<file path="config.mk">
export PLATFORM = sky130hd
export DESIGN_NAME = flash_read_port
export DESIGN_NICKNAME = d
export VERILOG_FILES = /design/src/logic/flash_read_pkg.sv /design/src/logic/flash_read_port.sv /design/src/logic/pin_sync.sv /design/src/logic/two_entry_buffer.sv
export SDC_FILE = /design/constraint.sdc
export NUM_CORES = 1
export LEC_CHECK = 0
export ABC_AREA = 0
export BUFFER_PORTS_ARGS = -buffer_cell sky130_fd_sc_hd__buf_2
export CAP_MARGIN = 5
export CORE_ASPECT_RATIO = 0.6
export CORE_MARGIN = 2
export CORE_UTILIZATION = 51
export DETAILED_ROUTE_END_ITERATION = 16
export PLACE_DENSITY = 0.71
export SLEW_MARGIN = 40
export SYNTH_ARGS = -nofsm -noshare
export SYNTH_HDL_FRONTEND = slang
export SYNTH_SLANG_ARGS = --single-unit
</file>
<file path="constraint.sdc">
create_clock -name core_clk -period 3.55 [get_ports core_clk]
set_clock_uncertainty 0.05 [all_clocks]
set_input_delay 0.1775 -clock core_clk [delete_from_list [all_inputs] [get_ports core_clk]]
set_output_delay 0.1775 -clock core_clk [all_outputs]
set_load 0.05 [all_outputs]
</file>
<file path="src/logic/flash_read_pkg.sv">
// constants for the flash read and status port
// assumes one core clock; pin timing comes from the host's link clock
`default_nettype none

package flash_read_pkg;

    // ****
    // opcodes
    // ****
    localparam logic [7:0] OP_PAGE_READ_A = 8'h52;
    localparam logic [7:0] OP_PAGE_READ_B = 8'hd2;
    localparam logic [7:0] OP_BURST_READ_A = 8'h69;
    localparam logic [7:0] OP_BURST_READ_B = 8'he9;
    localparam logic [7:0] OP_BUF1_READ_A = 8'h54;
    localparam logic [7:0] OP_BUF1_READ_B = 8'hd4;
    localparam logic [7:0] OP_BUF2_READ_A = 8'h56;
    localparam logic [7:0] OP_BUF2_READ_B = 8'hd6;
    localparam logic [7:0] OP_STATUS_A = 8'h57;
    localparam logic [7:0] OP_STATUS_B = 8'hd7;

    // ****
    // geometry
    // ****
    localparam int PAGE_W = 13;
    localparam int BYTE_W = 11;
    localparam logic [10:0] LAST_BYTE = 11'h41f;
    localparam int ADDR_LSB_PAGE = 11;

    // ****
    // phase lengths, in link clocks, minus one
    // ****
    localparam logic [6:0] SER_OPC_LAST = 7'h07;
    localparam logic [6:0] PAR_OPC_LAST = 7'h00;
    localparam logic [6:0] SER_ADDR_LAST = 7'h17;
    localparam logic [6:0] PAR_ADDR_LAST = 7'h02;
    localparam logic [6:0] SER_ARR_DUMMY_LAST = 7'h1f;
    localparam logic [6:0] PAR_ARR_DUMMY_LAST = 7'h3b;
    localparam logic [6:0] SER_BUF_DUMMY_LAST = 7'h07;
    localparam logic [6:0] PAR_BUF_DUMMY_LAST = 7'h00;
    localparam logic [6:0] GAP_LAST = 7'h1f;
    localparam logic [2:0] BIT_MSB = 3'h7;

    // ****
    // status byte layout
    // ****
    localparam int ST_READY_BIT = 7;
    localparam int ST_COMPARE_BIT = 6;
    localparam logic [1:0] ST_RESERVED = 2'h0;
    // arbitrary density code value
    localparam logic [3:0] DENSITY_CODE_DEFAULT = 4'ha;

    // ****
    // memory targets
    // ****
    localparam logic [1:0] TGT_ARRAY = 2'h0;
    localparam logic [1:0] TGT_BUF1 = 2'h1;
    localparam logic [1:0] TGT_BUF2 = 2'h2;

    typedef enum logic [6:0] {
        ST_IDLE = 7'h01,
        ST_OPC = 7'h02,
        ST_ADDR = 7'h04,
        ST_DUMMY = 7'h08,
        ST_DATA = 7'h10,
        ST_GAP = 7'h20,
        ST_IGNORE = 7'h40
    } phase_e;

    typedef enum logic [3:0] {
        MD_PAGE = 4'h1,
        MD_BURST = 4'h2,
        MD_BUFFER = 4'h4,
        MD_STATUS = 4'h8
    } mode_e;

endpackage : flash_read_pkg

`default_nettype wire

</file>
<file path="src/logic/flash_read_port.sv">
// read side of a paged flash command port: page, burst, buffer and status reads
// assumes the host drives select, link clock and data pins (mode 0 timing);
// array and sram buffers sit behind a read-only request/response port
`default_nettype none

module flash_read_port
    import flash_read_pkg::*;
#(
    parameter logic [3:0] DENSITY_CODE = DENSITY_CODE_DEFAULT
) (
    // clock and reset
    input wire logic core_clk,
    input wire logic reset,
    // host pins
    input wire logic selectN,
    input wire logic linkClk,
    input wire logic parallelMode,
    input wire logic serialIn,
    input wire logic [7:0] parallel_data_pins_in,
    output logic serialOut,
    output logic serialOutEn,
    output logic [7:0] parallel_data_pins_out,
    output logic parallel_data_pins_oe,
    // device state feeding status
    input wire logic [7:0] selfTimedBusy,
    input wire logic compareMismatch,
    output logic [7:0] flash_status,
    // memory read port
    output logic memReqValid,
    input wire logic memReqReady,
    output logic [1:0] memReqTarget,
    output logic [PAGE_W-1:0] page_index,
    output logic [BYTE_W-1:0] byte_in_page_index,
    input wire logic memRespValid,
    output logic memRespReady,
    input wire logic [7:0] memRespData
);

    // ****
    // pin synchronisers
    // ****
    logic [11:0] pinsS;
    logic selS;
    logic clkS;
    logic parS;
    logic siS;
    logic [7:0] pdS;

    pin_sync #(.WIDTH(12)) u_sync (
        .core_clk(core_clk),
        .reset(reset),
        .pinIn({selectN, linkClk, parallelMode, serialIn, parallel_data_pins_in}),
        .syncOut(pinsS)
    );
    assign {selS, clkS, parS, siS, pdS} = pinsS;

    // ****
    // state
    // ****
    phase_e phase_r, phase_nxt;
    mode_e mode_r, mode_nxt;
    logic clkPrev_r, clkPrev_nxt;
    logic selPrev_r, selPrev_nxt;
    logic [6:0] cnt_r, cnt_nxt;
    logic [6:0] dummyLast_r, dummyLast_nxt;
    logic [23:0] inShift_r, inShift_nxt;
    logic [7:0] outByte_r, outByte_nxt;
    logic outLast_r, outLast_nxt;
    logic [2:0] bitIdx_r, bitIdx_nxt;
    logic sOut_r, sOut_nxt;
    logic sOe_r, sOe_nxt;
    logic [7:0] pOut_r, pOut_nxt;
    logic pOe_r, pOe_nxt;
    logic [7:0] status_r, status_nxt;
    logic [1:0] target_r, target_nxt;
    logic addrDone;
    logic [23:0] addrWord;

    // fetch side
    logic fetchOn_r, fetchOn_nxt;
    logic reqValid_r, reqValid_nxt;
    logic pending_r, pending_nxt;
    logic stale_r, stale_nxt;
    logic pendLast_r, pendLast_nxt;
    logic [PAGE_W-1:0] page_r, page_nxt;
    logic [BYTE_W-1:0] byte_r, byte_nxt;

    // buffer between memory and shifter
    logic bufInReady;
    logic bufOutValid;
    logic [8:0] bufOutData;
    logic pop;
    logic pushResp;

    logic rise;
    logic fall;
    logic ready;
    logic [7:0] statusNow;
    logic [7:0] newByte;
    logic [23:0] newWord;
    logic [6:0] unitOpcLast;
    logic [6:0] unitAddrLast;
    logic byteDone;

    assign rise = clkS && !clkPrev_r;
    assign fall = !clkS && clkPrev_r;
    assign ready = !(|selfTimedBusy);
    assign statusNow = {ready, compareMismatch, DENSITY_CODE, ST_RESERVED};
    // shift in msb first; parallel takes a whole byte per clock
    assign newByte = parS ? pdS : {inShift_r[6:0], siS};
    assign newWord = parS ? {inShift_r[15:0], pdS} : {inShift_r[22:0], siS};
    assign unitOpcLast = parS ? PAR_OPC_LAST : SER_OPC_LAST;
    assign unitAddrLast = parS ? PAR_ADDR_LAST : SER_ADDR_LAST;
    assign byteDone = parS || (bitIdx_r == '0);

    // ****
    // command sequencer and pin drive
    // ****
    always_comb begin
        phase_nxt = phase_r;
        mode_nxt = mode_r;
        clkPrev_nxt = clkS;
        selPrev_nxt = selS;
        cnt_nxt = cnt_r;
        dummyLast_nxt = dummyLast_r;
        inShift_nxt = inShift_r;
        outByte_nxt = outByte_r;
        outLast_nxt = outLast_r;
        bitIdx_nxt = bitIdx_r;
        sOut_nxt = sOut_r;
        sOe_nxt = sOe_r;
        pOut_nxt = pOut_r;
        pOe_nxt = pOe_r;
        status_nxt = statusNow;
        target_nxt = target_r;
        addrDone = 1'b0;
        addrWord = newWord;
        pop = 1'b0;
        if (selS) begin
            // select high aborts any command and floats the pins
            phase_nxt = ST_IDLE;
            sOe_nxt = 1'b0;
            pOe_nxt = 1'b0;
        end else begin
            unique case (phase_r)
                ST_IDLE: begin
                    if (selPrev_r) begin
                        phase_nxt = ST_OPC;
                        cnt_nxt = '0;
                    end
                end
                ST_OPC: begin
                    if (rise) begin
                        inShift_nxt = newWord;
                        cnt_nxt = cnt_r + 1'b1;
                        if (cnt_r == unitOpcLast) begin
                            cnt_nxt = '0;
                            phase_nxt = ST_ADDR;
                            unique case (newByte)
                                OP_PAGE_READ_A, OP_PAGE_READ_B: begin
                                    mode_nxt = MD_PAGE;
                                    target_nxt = TGT_ARRAY;
                                end
                                OP_BURST_READ_A, OP_BURST_READ_B: begin
                                    mode_nxt = MD_BURST;
                                    target_nxt = TGT_ARRAY;
                                end
                                OP_BUF1_READ_A, OP_BUF1_READ_B: begin
                                    mode_nxt = MD_BUFFER;
                                    target_nxt = TGT_BUF1;
                                end
                                OP_BUF2_READ_A, OP_BUF2_READ_B: begin
                                    mode_nxt = MD_BUFFER;
                                    target_nxt = TGT_BUF2;
                                end
                                OP_STATUS_A, OP_STATUS_B: begin
                                    // status goes out from the next clock
                                    mode_nxt = MD_STATUS;
                                    phase_nxt = ST_DATA;
                                    outByte_nxt = statusNow;
                                    bitIdx_nxt = BIT_MSB;
                                end
                                default: begin
                                    phase_nxt = ST_IGNORE;
                                end
                            endcase
                        end
                    end
                end
                ST_ADDR: begin
                    if (rise) begin
                        inShift_nxt = newWord;
                        cnt_nxt = cnt_r + 1'b1;
                        if (cnt_r == unitAddrLast) begin
                            cnt_nxt = '0;
                            addrDone = 1'b1;
                            phase_nxt = ST_DUMMY;
                            if (mode_r == MD_BUFFER) begin
                                dummyLast_nxt = parS ? PAR_BUF_DUMMY_LAST
                                                     : SER_BUF_DUMMY_LAST;
                            end else begin
                                dummyLast_nxt = parS ? PAR_ARR_DUMMY_LAST
                                                     : SER_ARR_DUMMY_LAST;
                            end
                        end
                    end
                end
                ST_DUMMY: begin
                    if (rise) begin
                        cnt_nxt = cnt_r + 1'b1;
                        if (cnt_r == dummyLast_r) begin
                            phase_nxt = ST_DATA;
                            pop = 1'b1;
                            outByte_nxt = bufOutData[7:0];
                            outLast_nxt = bufOutData[8];
                            bitIdx_nxt = BIT_MSB;
                        end
                    end
                end
                ST_DATA: begin
                    if (rise) begin
                        bitIdx_nxt = bitIdx_r - 1'b1;
                        if (byteDone) begin
                            bitIdx_nxt = BIT_MSB;
                            if (mode_r == MD_STATUS) begin
                                outByte_nxt = statusNow;
                            end else if (mode_r == MD_BURST && outLast_r) begin
                                // host owes dummy clocks at each page and array end
                                phase_nxt = ST_GAP;
                                cnt_nxt = '0;
                            end else begin
                                pop = 1'b1;
                                outByte_nxt = bufOutData[7:0];
                                outLast_nxt = bufOutData[8];
                            end
                        end
                    end
                    if (fall) begin
                        sOut_nxt = outByte_r[bitIdx_r];
                        pOut_nxt = outByte_r;
                        sOe_nxt = !parS;
                        pOe_nxt = parS;
                    end
                    // clock parked low on bit 7: keep the ready level live
                    if (mode_r == MD_STATUS && bitIdx_r == BIT_MSB && (sOe_r || pOe_r)
                            && !clkS) begin
                        sOut_nxt = ready;
                        pOut_nxt[ST_READY_BIT] = ready;
                    end
                end
                ST_GAP: begin
                    if (rise) begin
                        cnt_nxt = cnt_r + 1'b1;
                        if (cnt_r == GAP_LAST) begin
                            phase_nxt = ST_DATA;
                            pop = 1'b1;
                            outByte_nxt = bufOutData[7:0];
                            outLast_nxt = bufOutData[8];
                        end
                    end
                end
                ST_IGNORE: begin
                end
            endcase
        end
    end

    // ****
    // fetch address walk
    // ****
    always_comb begin
        fetchOn_nxt = fetchOn_r;
        reqValid_nxt = reqValid_r;
        pending_nxt = pending_r;
        stale_nxt = stale_r;
        pendLast_nxt = pendLast_r;
        page_nxt = page_r;
        byte_nxt = byte_r;
        pushResp = memRespValid && pending_r && !stale_r;
        if (memRespValid && pending_r) begin
            pending_nxt = 1'b0;
            stale_nxt = 1'b0;
        end
        if (addrDone) begin
            fetchOn_nxt = 1'b1;
            page_nxt = addrWord[23:ADDR_LSB_PAGE];
            byte_nxt = addrWord[BYTE_W-1:0];
        end else if (reqValid_r && memReqReady) begin
            reqValid_nxt = 1'b0;
            pending_nxt = 1'b1;
            pendLast_nxt = (byte_r >= LAST_BYTE);
            if (byte_r >= LAST_BYTE) begin
                byte_nxt = '0;
                if (mode_r == MD_BURST) begin
                    page_nxt = page_r + 1'b1;
                end
            end else begin
                byte_nxt = byte_r + 1'b1;
            end
        end else if (fetchOn_r && !reqValid_r && !pending_r && bufInReady) begin
            reqValid_nxt = 1'b1;
        end
        // an abort leaves an answer in flight; swallow it when it lands
        if (selS) begin
            fetchOn_nxt = 1'b0;
            reqValid_nxt = 1'b0;
            if (pending_r && !memRespValid) begin
                stale_nxt = 1'b1;
            end
        end
    end

    two_entry_buffer #(.WIDTH(9), .DEPTH(2)) u_buf (
        .core_clk(core_clk),
        .reset(reset),
        .flush(selS),
        .inValid(pushResp),
        .inReady(bufInReady),
        .inData({pendLast_r, memRespData}),
        .outValid(bufOutValid),
        .outReady(pop),
        .outData(bufOutData)
    );

    always_ff @(posedge core_clk) begin
        if (reset) begin
            phase_r <= ST_IDLE;
            mode_r <= MD_STATUS;
            clkPrev_r <= 1'b1;
            selPrev_r <= 1'b1;
            cnt_r <= '0;
            dummyLast_r <= '0;
            inShift_r <= '0;
            outByte_r <= '0;
            outLast_r <= 1'b0;
            bitIdx_r <= BIT_MSB;
            sOut_r <= 1'b0;
            sOe_r <= 1'b0;
            pOut_r <= '0;
            pOe_r <= 1'b0;
            status_r <= '0;
            target_r <= TGT_ARRAY;
            fetchOn_r <= 1'b0;
            reqValid_r <= 1'b0;
            pending_r <= 1'b0;
            stale_r <= 1'b0;
            pendLast_r <= 1'b0;
            page_r <= '0;
            byte_r <= '0;
        end else begin
            phase_r <= phase_nxt;
            mode_r <= mode_nxt;
            clkPrev_r <= clkPrev_nxt;
            selPrev_r <= selPrev_nxt;
            cnt_r <= cnt_nxt;
            dummyLast_r <= dummyLast_nxt;
            inShift_r <= inShift_nxt;
            outByte_r <= outByte_nxt;
            outLast_r <= outLast_nxt;
            bitIdx_r <= bitIdx_nxt;
            sOut_r <= sOut_nxt;
            sOe_r <= sOe_nxt;
            pOut_r <= pOut_nxt;
            pOe_r <= pOe_nxt;
            status_r <= status_nxt;
            target_r <= target_nxt;
            fetchOn_r <= fetchOn_nxt;
            reqValid_r <= reqValid_nxt;
            pending_r <= pending_nxt;
            stale_r <= stale_nxt;
            pendLast_r <= pendLast_nxt;
            page_r <= page_nxt;
            byte_r <= byte_nxt;
        end
    end

    // ****
    // outputs
    // ****
    assign serialOut = sOut_r;
    assign serialOutEn = sOe_r;
    assign parallel_data_pins_out = pOut_r;
    assign parallel_data_pins_oe = pOe_r;
    assign flash_status = status_r;
    assign memReqValid = reqValid_r;
    assign memReqTarget = target_r;
    assign page_index = page_r;
    assign byte_in_page_index = byte_r;
    // buffer fill level is registered; stale answers are always taken
    assign memRespReady = bufInReady || stale_r;

endmodule : flash_read_port

`default_nettype wire

</file>
<file path="src/logic/pin_sync.sv">
// two-stage synchroniser for pin inputs
// assumes inputs arrive asynchronous to core_clk
`default_nettype none

module pin_sync #(
    parameter int WIDTH = 1
) (
    // clock and reset
    input wire logic core_clk,
    input wire logic reset,
    // pins and synchronised copy
    input wire logic [WIDTH-1:0] pinIn,
    output logic [WIDTH-1:0] syncOut
);

    logic [WIDTH-1:0] meta_r;
    logic [WIDTH-1:0] meta_nxt;
    logic [WIDTH-1:0] sync_r;
    logic [WIDTH-1:0] sync_nxt;

    always_comb begin
        meta_nxt = pinIn;
        sync_nxt = meta_r;
    end

    // idle level high keeps select deasserted through reset
    always_ff @(posedge core_clk) begin
        if (reset) begin
            meta_r <= '1;
            sync_r <= '1;
        end else begin
            meta_r <= meta_nxt;
            sync_r <= sync_nxt;
        end
    end

    assign syncOut = sync_r;

endmodule : pin_sync

`default_nettype wire

</file>
<file path="src/logic/two_entry_buffer.sv">
// small fifo with valid/ready on both sides and a flush
// assumes one clock; flush wins over a push in the same cycle
`default_nettype none

module two_entry_buffer #(
    parameter int WIDTH = 9,
    parameter int DEPTH = 2
) (
    // clock and reset
    input wire logic core_clk,
    input wire logic reset,
    input wire logic flush,
    // fill side
    input wire logic inValid,
    output logic inReady,
    input wire logic [WIDTH-1:0] inData,
    // drain side
    output logic outValid,
    input wire logic outReady,
    output logic [WIDTH-1:0] outData
);

    localparam int PW = (DEPTH > 1) ? $clog2(DEPTH) : 1;
    localparam logic [PW:0] FULL_COUNT = (PW + 1)'(DEPTH);

    logic [WIDTH-1:0] mem_r [DEPTH];
    logic [WIDTH-1:0] mem_nxt [DEPTH];
    logic [PW-1:0] wrPtr_r;
    logic [PW-1:0] wrPtr_nxt;
    logic [PW-1:0] rdPtr_r;
    logic [PW-1:0] rdPtr_nxt;
    logic [PW:0] count_r;
    logic [PW:0] count_nxt;
    logic push;
    logic pop;

    assign inReady = (count_r != FULL_COUNT);
    assign outValid = (count_r != '0);
    assign outData = mem_r[rdPtr_r];

    always_comb begin
        push = inValid && inReady;
        pop = outValid && outReady;
        mem_nxt = mem_r;
        wrPtr_nxt = wrPtr_r;
        rdPtr_nxt = rdPtr_r;
        count_nxt = count_r;
        if (flush) begin
            wrPtr_nxt = '0;
            rdPtr_nxt = '0;
            count_nxt = '0;
        end else begin
            if (push) begin
                mem_nxt[wrPtr_r] = inData;
                wrPtr_nxt = (wrPtr_r == PW'(DEPTH - 1)) ? '0 : wrPtr_r + 1'b1;
            end
            if (pop) begin
                rdPtr_nxt = (rdPtr_r == PW'(DEPTH - 1)) ? '0 : rdPtr_r + 1'b1;
            end
            count_nxt = count_r + (PW + 1)'(push) - (PW + 1)'(pop);
        end
    end

    always_ff @(posedge core_clk) begin
        if (reset) begin
            wrPtr_r <= '0;
            rdPtr_r <= '0;
            count_r <= '0;
        end else begin
            wrPtr_r <= wrPtr_nxt;
            rdPtr_r <= rdPtr_nxt;
            count_r <= count_nxt;
        end
        mem_r <= mem_nxt;
    end

endmodule : two_entry_buffer

`default_nettype wire

</file>
* Word level (Yosys, flattened, before mapping)
Cells that the tools add are included.
W data, S select, Z words.
** Word-level totals
- Register bits after elaboration :: 158
- Input bits :: 33
- Output and inout bits :: 47
- Logic and storage cells :: 267
** Cells by class
- $add $sub $neg :: 8
- $lt $le $gt $ge :: 5
- Eq/ne operators :: 42
- Mux-type cells :: 107
- Bitwise logic cells :: 4
- Reduce and logical (&&, ||, !) cells :: 69
** Operator list (number)
- $mux W7 :: 23
- $mux W8 :: 13
- $mux W13 :: 4
- $pmux W7 S6 :: 1
- $eq A8 B7 Y1 const B :: 5
- $eq A8 B8 Y1 const B :: 5
- $mux W9 :: 4
- $mux W1 :: 35
- $pmux W7 S5 :: 1
- $mux W11 :: 3
- $pmux W8 S4 :: 1
- $ne A2 B2 Y1 const B :: 15
- $mux W24 :: 1
- $mux W3 :: 8
- $reduce_and A10 Y1 :: 2
- $bwmux W18 :: 1
- $mux W6 :: 3
- $logic_and A1 B1 Y1 :: 16
- $pmux W4 S4 :: 1
- $reduce_or A2 Y1 :: 8
- $reduce_or A8 Y1 :: 2
- $eq A7 B5 Y1 const B :: 2
- $eq A7 B7 Y1 :: 2
- $pmux W7 S2 :: 1
- other kinds (47) :: 78

* Logic depth before layout (Yosys ltp)
Gate-level depths: netlist (run 1).
- Depth after elaboration :: 10
- Depth in mapped cells :: 12
- Gate-level depth less buffers :: 12

* Hierarchy
Synthesis (run 1) repeated with hierarchy kept, for this count alone.
** Unflattened totals
- Cells, all modules :: 776
- Area total of the unflattened synthesis :: 7133.1 um2
** By module, submodules not included
- flash_read_port :: times used 1, cells each 675, area an instance 5614.1 um2, sequential area each 2082.0 um2
- two_entry_buffer :: times used 1, cells each 51, area an instance 865.8 um2, sequential area each 620.6 um2
- pin_sync :: times used 1, cells each 50, area an instance 653.1 um2, sequential area each 480.5 um2

* Worst setup path after synthesis (run 1)
Ideal clock, no wire load.
- Path kind :: register to register
- Start point :: reg phase_r[0]
- End point :: reg u_buf.count_r[1]
- Library setup time :: 0.127 ns
- Data arrival time :: 2.430 ns
- Data required time :: 3.373 ns
- Setup slack :: 0.943 ns
- Stages on the path, launching flop included :: 12
- Buffers on the path :: 2
- Period minus slack after synthesis :: 2.607 ns
- Cells stage by stage :: dfxtp_1 -> buf_2 -> or4_1 -> buf_2 -> or3_1 -> a31oi_1 -> ha_1 -> inv_1 -> ha_1 -> xor2_1 -> xnor2_1 -> nor2_1
** On the way
- Word-level cells in the longest chain between the ends :: 5
- Elaborated cells between the ends (all ways) :: 7
- Classes of those cells :: 1 x add/sub; 3 x eq/ne; 2 x mux; 1 x reduce/logical
** RTL lines
- start: declaration :: line flash_read_port.sv:60 : phase_e phase_r, phase_nxt;
- start signal: assignment :: line flash_read_port.sv:351 : phase_r <= phase_nxt;
- $eq A7 B6 Y1, or another cell as far along :: line flash_read_port.sv:145 : unique case (phase_r)
- $pmux W1 S3 (*) :: line flash_read_port.sv:145
- $mux W1 (*) :: line flash_read_port.sv:139 : if (selS) begin
- $logic_and A1 B1 Y1 (*) :: line two_entry_buffer.sv:43 : pop = outValid && outReady;
- net u_buf.pop :: line two_entry_buffer.sv:35 : logic pop;
- $sub A2 B1 Y2 (*) :: line two_entry_buffer.sv:60 : count_nxt = count_r + (PW + 1)'(push) - (PW + 1)'(pop);
- end signal: assignment :: line two_entry_buffer.sv:72 : count_r <= count_nxt;
- end: declaration :: line two_entry_buffer.sv:32 : logic [PW:0] count_r;
The timed path passes the listed nets; every way through them passes the cells marked *.
A chain may end at the register's enable or synchronous reset.

* Worst setup path after layout (run 1)
- Start point :: reg phase_r[1]
- End point :: reg u_buf.count_r[1]
Same word-level chain as after synthesis.

==> flow_summary.json, run 1 <==
{
  "firstDrtPassIters": 5,
  "status": "completed",
  "clk_latency_ns": 0.42,
  "cts_buffers": 17,
  "slew_violations": 0,
  "netlist_top_cells_count": "132 x dfxtp_1, 76 x nor2_1, 40 x mux2i_1",
  "hold_viol": 0,
  "grt.total_usage": 0.257,
  "start_kind": "flip-flop",
  "fin_tns_setup_ns": 0,
  "core-area_mm2": 0.0136,
  "cp.buffers_inverters": 1,
  "postRouteAntennaNets": 0,
  "finalWirelength_um": 18800,
  "synth_cells": 764,
  "synth-seq-cells": 150,
  "max_freq_mhz": 333,
  "slowest_stage": "or4_1",
  "initial_core_util": 0.521,
  "setup-violations-final": 0,
  "cp.arrival_ns": 3.25,
  "whs_ns": 0.0812,
  "multi_input_area_mm2": 0.00364,
  "antenna_found_initial": 0,
  "clock-sinks": 150,
  "power.leakage_nw": 3.24,
  "period_needed_ns": 3.01,
  "root_buffer": "clkbuf_16",
  "vias_per_cell": 6.00,
  "crit_path_end_kind": "flip-flop",
  "yosys-top-cells-area": "dfxtp_1 37%, edfxtp_1 7.6%, mux2i_1 5.6%",
  "gp_congestion": 0.918,
  "h-tree-depth": 4,
  "power.density_mw_per_mm2": 433,
  "critPathMaxStageDelay_ns": 0.70,
  "yosysTopAreaCell": "dfxtp_1",
  "regArea_mm2": 0.00318,
  "r2r_cells": 10,
  "path_clk_slew_ns": 0.07,
  "synth.top_cell.area_share": 0.372,
  "path_class": "flip-flop to flip-flop",
  "finalPower_mw": 3.61,
  "vias": 6202,
  "synth_edf_count": 18,
  "ys_warn_count": 0,
  "min-delay-start": "reset",
  "tightest_slew_ns": 0.845,
  "cp_cell_sequence": "or4_1 > nor2_1 > nand4_1 > a31oi_1 > ha_1 > inv_1 > ha_1 > xor2_1 > xnor2_1 > nor2_1",
  "dieHeight_um": 95.4,
  "syn_area_per_cell_um2": 9.29,
  "rsz0062_at_grt": "false",
  "syn-cell-area_mm2": 0.00710,
  "cp_top_family": "simple AND/OR/NAND/NOR gates",
  "grt_max_degree": 48,
  "overflow": 0,
  "synth_seq_area_share": 0.448,
  "regToRegSetupSlack_ns": 0.54,
  "wl_per_cell_um": 18.1,
  "r2r_start": "phase_r[1]$_SDFFE_PP0P_",
  "diodes": 0,
  "synth_cell_types": 81,
  "grt_pass1_wl_um": 29100,
  "clock_path_buffers": 2,
  "min_path_cells": 2,
  "io_buffers": 75,
  "crit_fanout": 13,
  "fin_crit_sh": 0.847,
  "first_global_vias": 5387,
  "final_layout_size_suffix_gt1_frac": 0.208,
  "nNetsFinal": 887,
  "fillers": 1142,
  "drc_errors": 0,
  "area_delta_synth_final_pct": 17.5,
  "min_to": "flash_status[7]$_SDFF_PP0_",
  "maxCapViolCount": 0,
  "drt_iter0_drc": 568,
  "num_rows": 33,
  "synth.most_common_cell": "dfxtp_1",
  "ys_async_sr_fraction": 0,
  "synth_ff_type": "dfxtp_1",
  "io_pins": 80,
  "relSlewSlack": 0.429,
  "die_x_um": 156,
  "hpwl_um": 13500,
  "r2r-end": "u_buf.count_r[1]$_SDFF_PP0_",
  "required_ns": 3.80,
  "min_path_type": "input pin to flip-flop",
  "cts_tree": "done",
  "max-vdd-ir-drop_uv": 248,
  "fp.dieArea_mm2": 0.0149
}
[routing by layer]
layer,share of wire,up-vias,track usage
met3,0.076,22,0.0627
met1,0.53,2949,0.402
li1,-,2988,-
met4,0.0092,0,0.0619
met5,0,-,0
met2,0.39,243,0.346
[registers in the layout (all words and copies together), names as in the netlist, 7 cells and up, named ones only]
signal	cells
u_buf.mem_r	18
byte_in_page_index	11
u_sync.meta_r	12
page_index	13
u_sync.syncOut	12
parallel_data_pins_out	8
inShift_r	23
phase_r	7
cnt_r	7
outByte_r	8
[cells in the final DEF (no fill, tap or decap), types with 9 or more instances in the layout]
cell type / n
a211oi_1: 36
a21oi_1: 38
a221oi_1: 15
and3_1: 12
buf_2: 74
buf_4: 13
clkbuf_16: 17
dfxtp_1: 131
dlygate4sd3_1: 22
edfxtp_1: 18
inv_1: 17
mux2i_1: 40
nand2_1: 37
nand2b_1: 10
nand3_1: 21
nor2_1: 76
nor2b_1: 13
nor3_1: 24
nor3b_1: 10
nor4_1: 9
o21ai_0: 26
or2_2: 30
or3_1: 13
xnor2_1: 10
[power breakdown]
group	leakage (nW)	switching [mW]	internal, mW
logic	1.74	0.0920	0.0627
registers	1.23	0.00879	1.73
clock network	0.266	0.782	0.934
total	3.24	0.883	2.73
[timing repair]
action,in CTS,in global routing
resized for setup,0,0
setup buffers,0,0
hold buffers,22,0
hold endpoints to repair,31,0
[worst max-delay path by stage]
stage / start / to / cells past startpoint
global route: phase_r[1]$_SDFFE_PP0P_ / u_buf.count_r[1]$_SDFF_PP0_ / 10
CTS: phase_r[1]$_SDFFE_PP0P_ / u_buf.count_r[1]$_SDFF_PP0_ / 10
finish: phase_r[1]$_SDFFE_PP0P_ / u_buf.count_r[1]$_SDFF_PP0_ / 10
global placement: phase_r[1]$_SDFFE_PP0P_ / u_buf.count_r[1]$_SDFF_PP0_ / 10
floorplan: phase_r[0]$_SDFFE_PP1P_ / u_buf.count_r[1]$_SDFF_PP0_ / 11
detailed placement: phase_r[1]$_SDFFE_PP0P_ / u_buf.count_r[1]$_SDFF_PP0_ / 10
[through the flow]
stage | util | instance area [um2] | cells | worst slack, ns
after global routing | 0.612 | 8340 | 1034 | 0.368
after detailed placement | 0.556 | 7570 | 980 | 0.609
after CTS | 0.612 | 8340 | 1034 | 0.551
after global placement | 0.556 | 7570 | 980 | 0.666
final | 0.612 | 8340 | 1034 | 0.544
after floorplan | - | 7110 | 767 | 0.943
[cells by family (layout without fill, tap and decap cells)]
| family | count (synthesis) | in the layout | synth area share |
|---|---|---|---|
| flops | 150 | 150 | 0.448 |
| xor+xnor | 13 | 13 | 0.0160 |
| mux | 49 | 49 | 0.0742 |
| fa+ha+maj | 8 | 8 | 0.0141 |
| compound gates | 176 | 176 | 0.173 |
| other cells | 1 | 4 | 0.000528 |
| simple gates | 301 | 301 | 0.232 |
| buf+inv | 66 | 158 | 0.0423 |
[final cells by class]
type | instances | share of cell area
Multi-Input combinational cell | 551 | 0.436
Sequential cell | 150 | 0.382
Timing Repair Buffer | 109 | 0.0825
Clock buffer | 19 | 0.0531
Tap cell | 175 | 0.0262
Clock inverter | 13 | 0.0132
Inverter | 17 | 0.00765
No activity file was read; power rests on OpenSTA's default activity.
==> run 2, diff against run 1 <==
--- a/config.mk
+++ b/config.mk
@@ -5,7 +5,7 @@
 export SDC_FILE = /design/constraint.sdc
 export NUM_CORES = 1
 export LEC_CHECK = 0
-export ABC_AREA = 0
+export ABC_AREA = 1
 export BUFFER_PORTS_ARGS = -buffer_cell sky130_fd_sc_hd__buf_2
 export CAP_MARGIN = 5
 export CORE_ASPECT_RATIO = 0.6
==> constraint.sdc (replaced) <==
create_clock -name core_clk -period 2.85 [get_ports core_clk]
set_clock_uncertainty 0.05 [all_clocks]
set_input_delay 0.1425 -clock core_clk [delete_from_list [all_inputs] [get_ports core_clk]]
set_output_delay 0.1425 -clock core_clk [all_outputs]
set_load 0.05 [all_outputs]
==> flow_summary.json, run 2 <==
{
  "hold_viol": 0,
  "max_freq_mhz": 387,
  "dieHeight_um": 99.5,
  "fin_tns_setup_ns": 0,
  "syn_area_per_cell_um2": 6.99,
  "switching_power_mw": 1.26,
  "tightest_slew_ns": 0.747,
  "synth_seq_area_share": 0.410,
  "antenna_found_initial": 0,
  "h-tree-depth": 4,
  "cp.arrival_ns": 2.90,
  "place_inst": 1356,
  "min-delay-start": "reset",
  "setup.worst_path.start": "cnt_r[0]$_SDFFE_PP0P_",
  "whs_ns": 0.0705,
  "grt.total_usage": 0.249,
  "cts_tree": "done",
  "root_buffer": "clkbuf_16",
  "crit_fanout": 8,
  "start_kind": "flip-flop",
  "overflow": 0,
  "syn-cell-area_mm2": 0.00776,
  "synth.top_cell.area_share": 0.341,
  "grt_pass1_wl_um": 32200,
  "ys_async_sr_fraction": 0,
  "cp_cell_sequence": "ha_1 > nand3_1 > nor2_1 > nand2_1 > o21ai_0 > nor2_1 > nor2_1 > ha_1 > inv_1 > ha_1 > or2_2 > a21oi_1",
  "fin_cells": 1410,
  "p_comb_frac": 0.058,
  "yosysTopAreaCell": "dfxtp_1",
  "p_int_mw": 3.45,
  "r2r_start": "cnt_r[0]$_SDFFE_PP0P_",
  "grt_max_degree": 44,
  "final_cell_mix": "257 x nand2_1, 191 x nor2_1, 132 x dfxtp_1, 102 x inv_1, 91 x nand3_1",
  "max-vdd-ir-drop_uv": 363,
  "cts_hold_buf": 22,
  "num_rows": 34,
  "initial_core_util": 0.529,
  "period_needed_ns": 2.59,
  "slew_violations": 0,
  "largest_reg_flops": 23,
  "synth_cell_types": 42,
  "power.leakage_nw": 4.14,
  "core-area_mm2": 0.0147,
  "netlist_top_cells_count": "257 x nand2_1, 191 x nor2_1, 132 x dfxtp_1",
  "vias": 7282,
  "firstDrtPassIters": 6,
  "yosys-top-cells-area": "dfxtp_1 34%, nand2_1 12%, nor2_1 9.2%",
  "wl_per_cell_um": 13.9,
  "io_buffers": 75,
  "clockPowerShare": 0.479,
  "ys_warn_count": 0,
  "drc_errors": 0,
  "final_layout_size_suffix_gt1_frac": 0.166,
  "nNetsFinal": 1240,
  "synth_cells": 1110,
  "rsz0062_at_grt": "false",
  "synth-seq-cells": 150,
  "finalWirelength_um": 19600,
  "drt_iter0_drc": 690,
  "area_delta_synth_final_pct": 16.6,
  "postRouteAntennaNets": 0,
  "top_register": "inShift_r",
  "seq_power_share": 0.463,
  "layout_commonest_cell": "nand2_1",
  "post_cts_buffers": 0,
  "cts_resized": 0,
  "path_clk_slew_ns": 0.07,
  "crit_path_end_kind": "flip-flop",
  "gp_congestion": 0.947,
  "clock-sinks": 150,
  "diodes": 0,
  "swShare": 0.267,
  "hpwl_um": 14200,
  "synth_ff_type": "dfxtp_1",
  "setup-violations-final": 0,
  "io_pins": 80,
  "fin_crit_sh": 0.908,
  "path_class": "flip-flop to flip-flop",
  "relSlewSlack": 0.500,
  "cts_buffers": 17,
  "first_global_vias": 6496,
  "synth.most_common_cell": "nand2_1",
  "critPathMaxStageDelay_ns": 0.49,
  "power.density_mw_per_mm2": 520,
  "clk_latency_ns": 0.43,
  "min_path_type": "input pin to flip-flop",
  "vias_per_cell": 5.16,
  "clock_path_buffers": 2,
  "synth_edf_count": 18,
  "fp.dieArea_mm2": 0.0162,
  "status": "completed",
  "required_ns": 3.16,
  "slowest_stage": "dfxtp_1",
  "regToRegSetupSlack_ns": 0.26,
  "maxCapViolCount": 0,
  "die_x_um": 163
}
[run 2: cell types whose count changed in the layout (fill, tap and decap cells not counted), sizes merged, moves of 15 or more]
| cell | delta |
|---|---|
| nand2 | +240 |
| nor2 | +130 |
| inv | +87 |
| nand3 | +73 |
| o21ai | +40 |
| a211oi | -39 |
| mux2i | -36 |
| a21oi | +19 |
| nor3 | -17 |
| a221oi | -15 |
| or3 | -15 |
[run 2: stage by stage]
step / util / area (um2) / power, mW / setup slack (ns)
3_5_place_dp: 0.560 / 8220 / 2.47 / 0.331
6_report: 0.616 / 9040 / 4.71 / 0.263
4_1_cts: 0.616 / 9040 / 4.73 / 0.310
3_3_place_gp: 0.560 / 8220 / 2.47 / 0.360
5_1_grt: 0.616 / 9040 / 4.84 / 0.0262
2_1_floorplan: - / 7770 / 2.42 / 0.642
[run 2: path summary, 6_finish.rpt]
path | end | depth (start not counted)
max | u_buf.count_r[1]$_SDFF_PP0_ | 12
min | outByte_r[1]$_SDFFE_PP0P_ | 2
max reg2reg | u_buf.count_r[1]$_SDFF_PP0_ | 12
min reg2reg | u_sync.syncOut[8]$_SDFF_PP1_ | 1
[run 2: cell families (layout without fill, tap and decap cells)]
kind of cell / count (synthesis) / in the layout / synth area share
simple gates: 629 / 629 / 0.354
buf+inv: 153 / 252 / 0.0910
flops: 150 / 150 / 0.410
compound gates: 138 / 138 / 0.0939
xor+xnor: 22 / 22 / 0.0248
mux: 9 / 9 / 0.0123
fa+ha+maj: 8 / 8 / 0.0129
other cells: 1 / 4 / 0.000483
[run 2: cell type report]
class	count	area [um2]
multi-input cells	810	3880
inverters	107	409
well taps	198	248
clock inverters	15	184
clock buffers	17	425
fillers	1339	5630
repair buffers	113	716
flip-flops and latches	150	3180
[run 2: critical path, delay by kind of cell (launching register included)]
family / cells / cell delay [ns]
buf+inv: 1 / 0.04
flops: 1 / 0.49
fa+ha+maj: 3 / 0.59
simple gates: 6 / 1.02
compound gates: 2 / 0.33
[run 2: routing by layer]
layer / routed length, um / vias up / GRT usage
li1: - / 3708 / -
met1: 10300 / 3237 / 0.393
met2: 7370 / 314 / 0.336
met3: 1760 / 23 / 0.0605
met4: 220 / 0 / 0.0558
met5: 0 / - / 0
[run 2: power groups by stage]
| stage | Sequential, mW | Clock, mW | Combinational (mW) |
|---|---|---|---|
| global route | 2.18 | 2.35 | 0.308 |
| finish | 2.18 | 2.25 | 0.274 |
| detailed placement | 2.23 | 0 | 0.246 |
| CTS | 2.18 | 2.28 | 0.270 |
| floorplan | 2.22 | 0 | 0.194 |
| global placement | 2.23 | 0 | 0.244 |
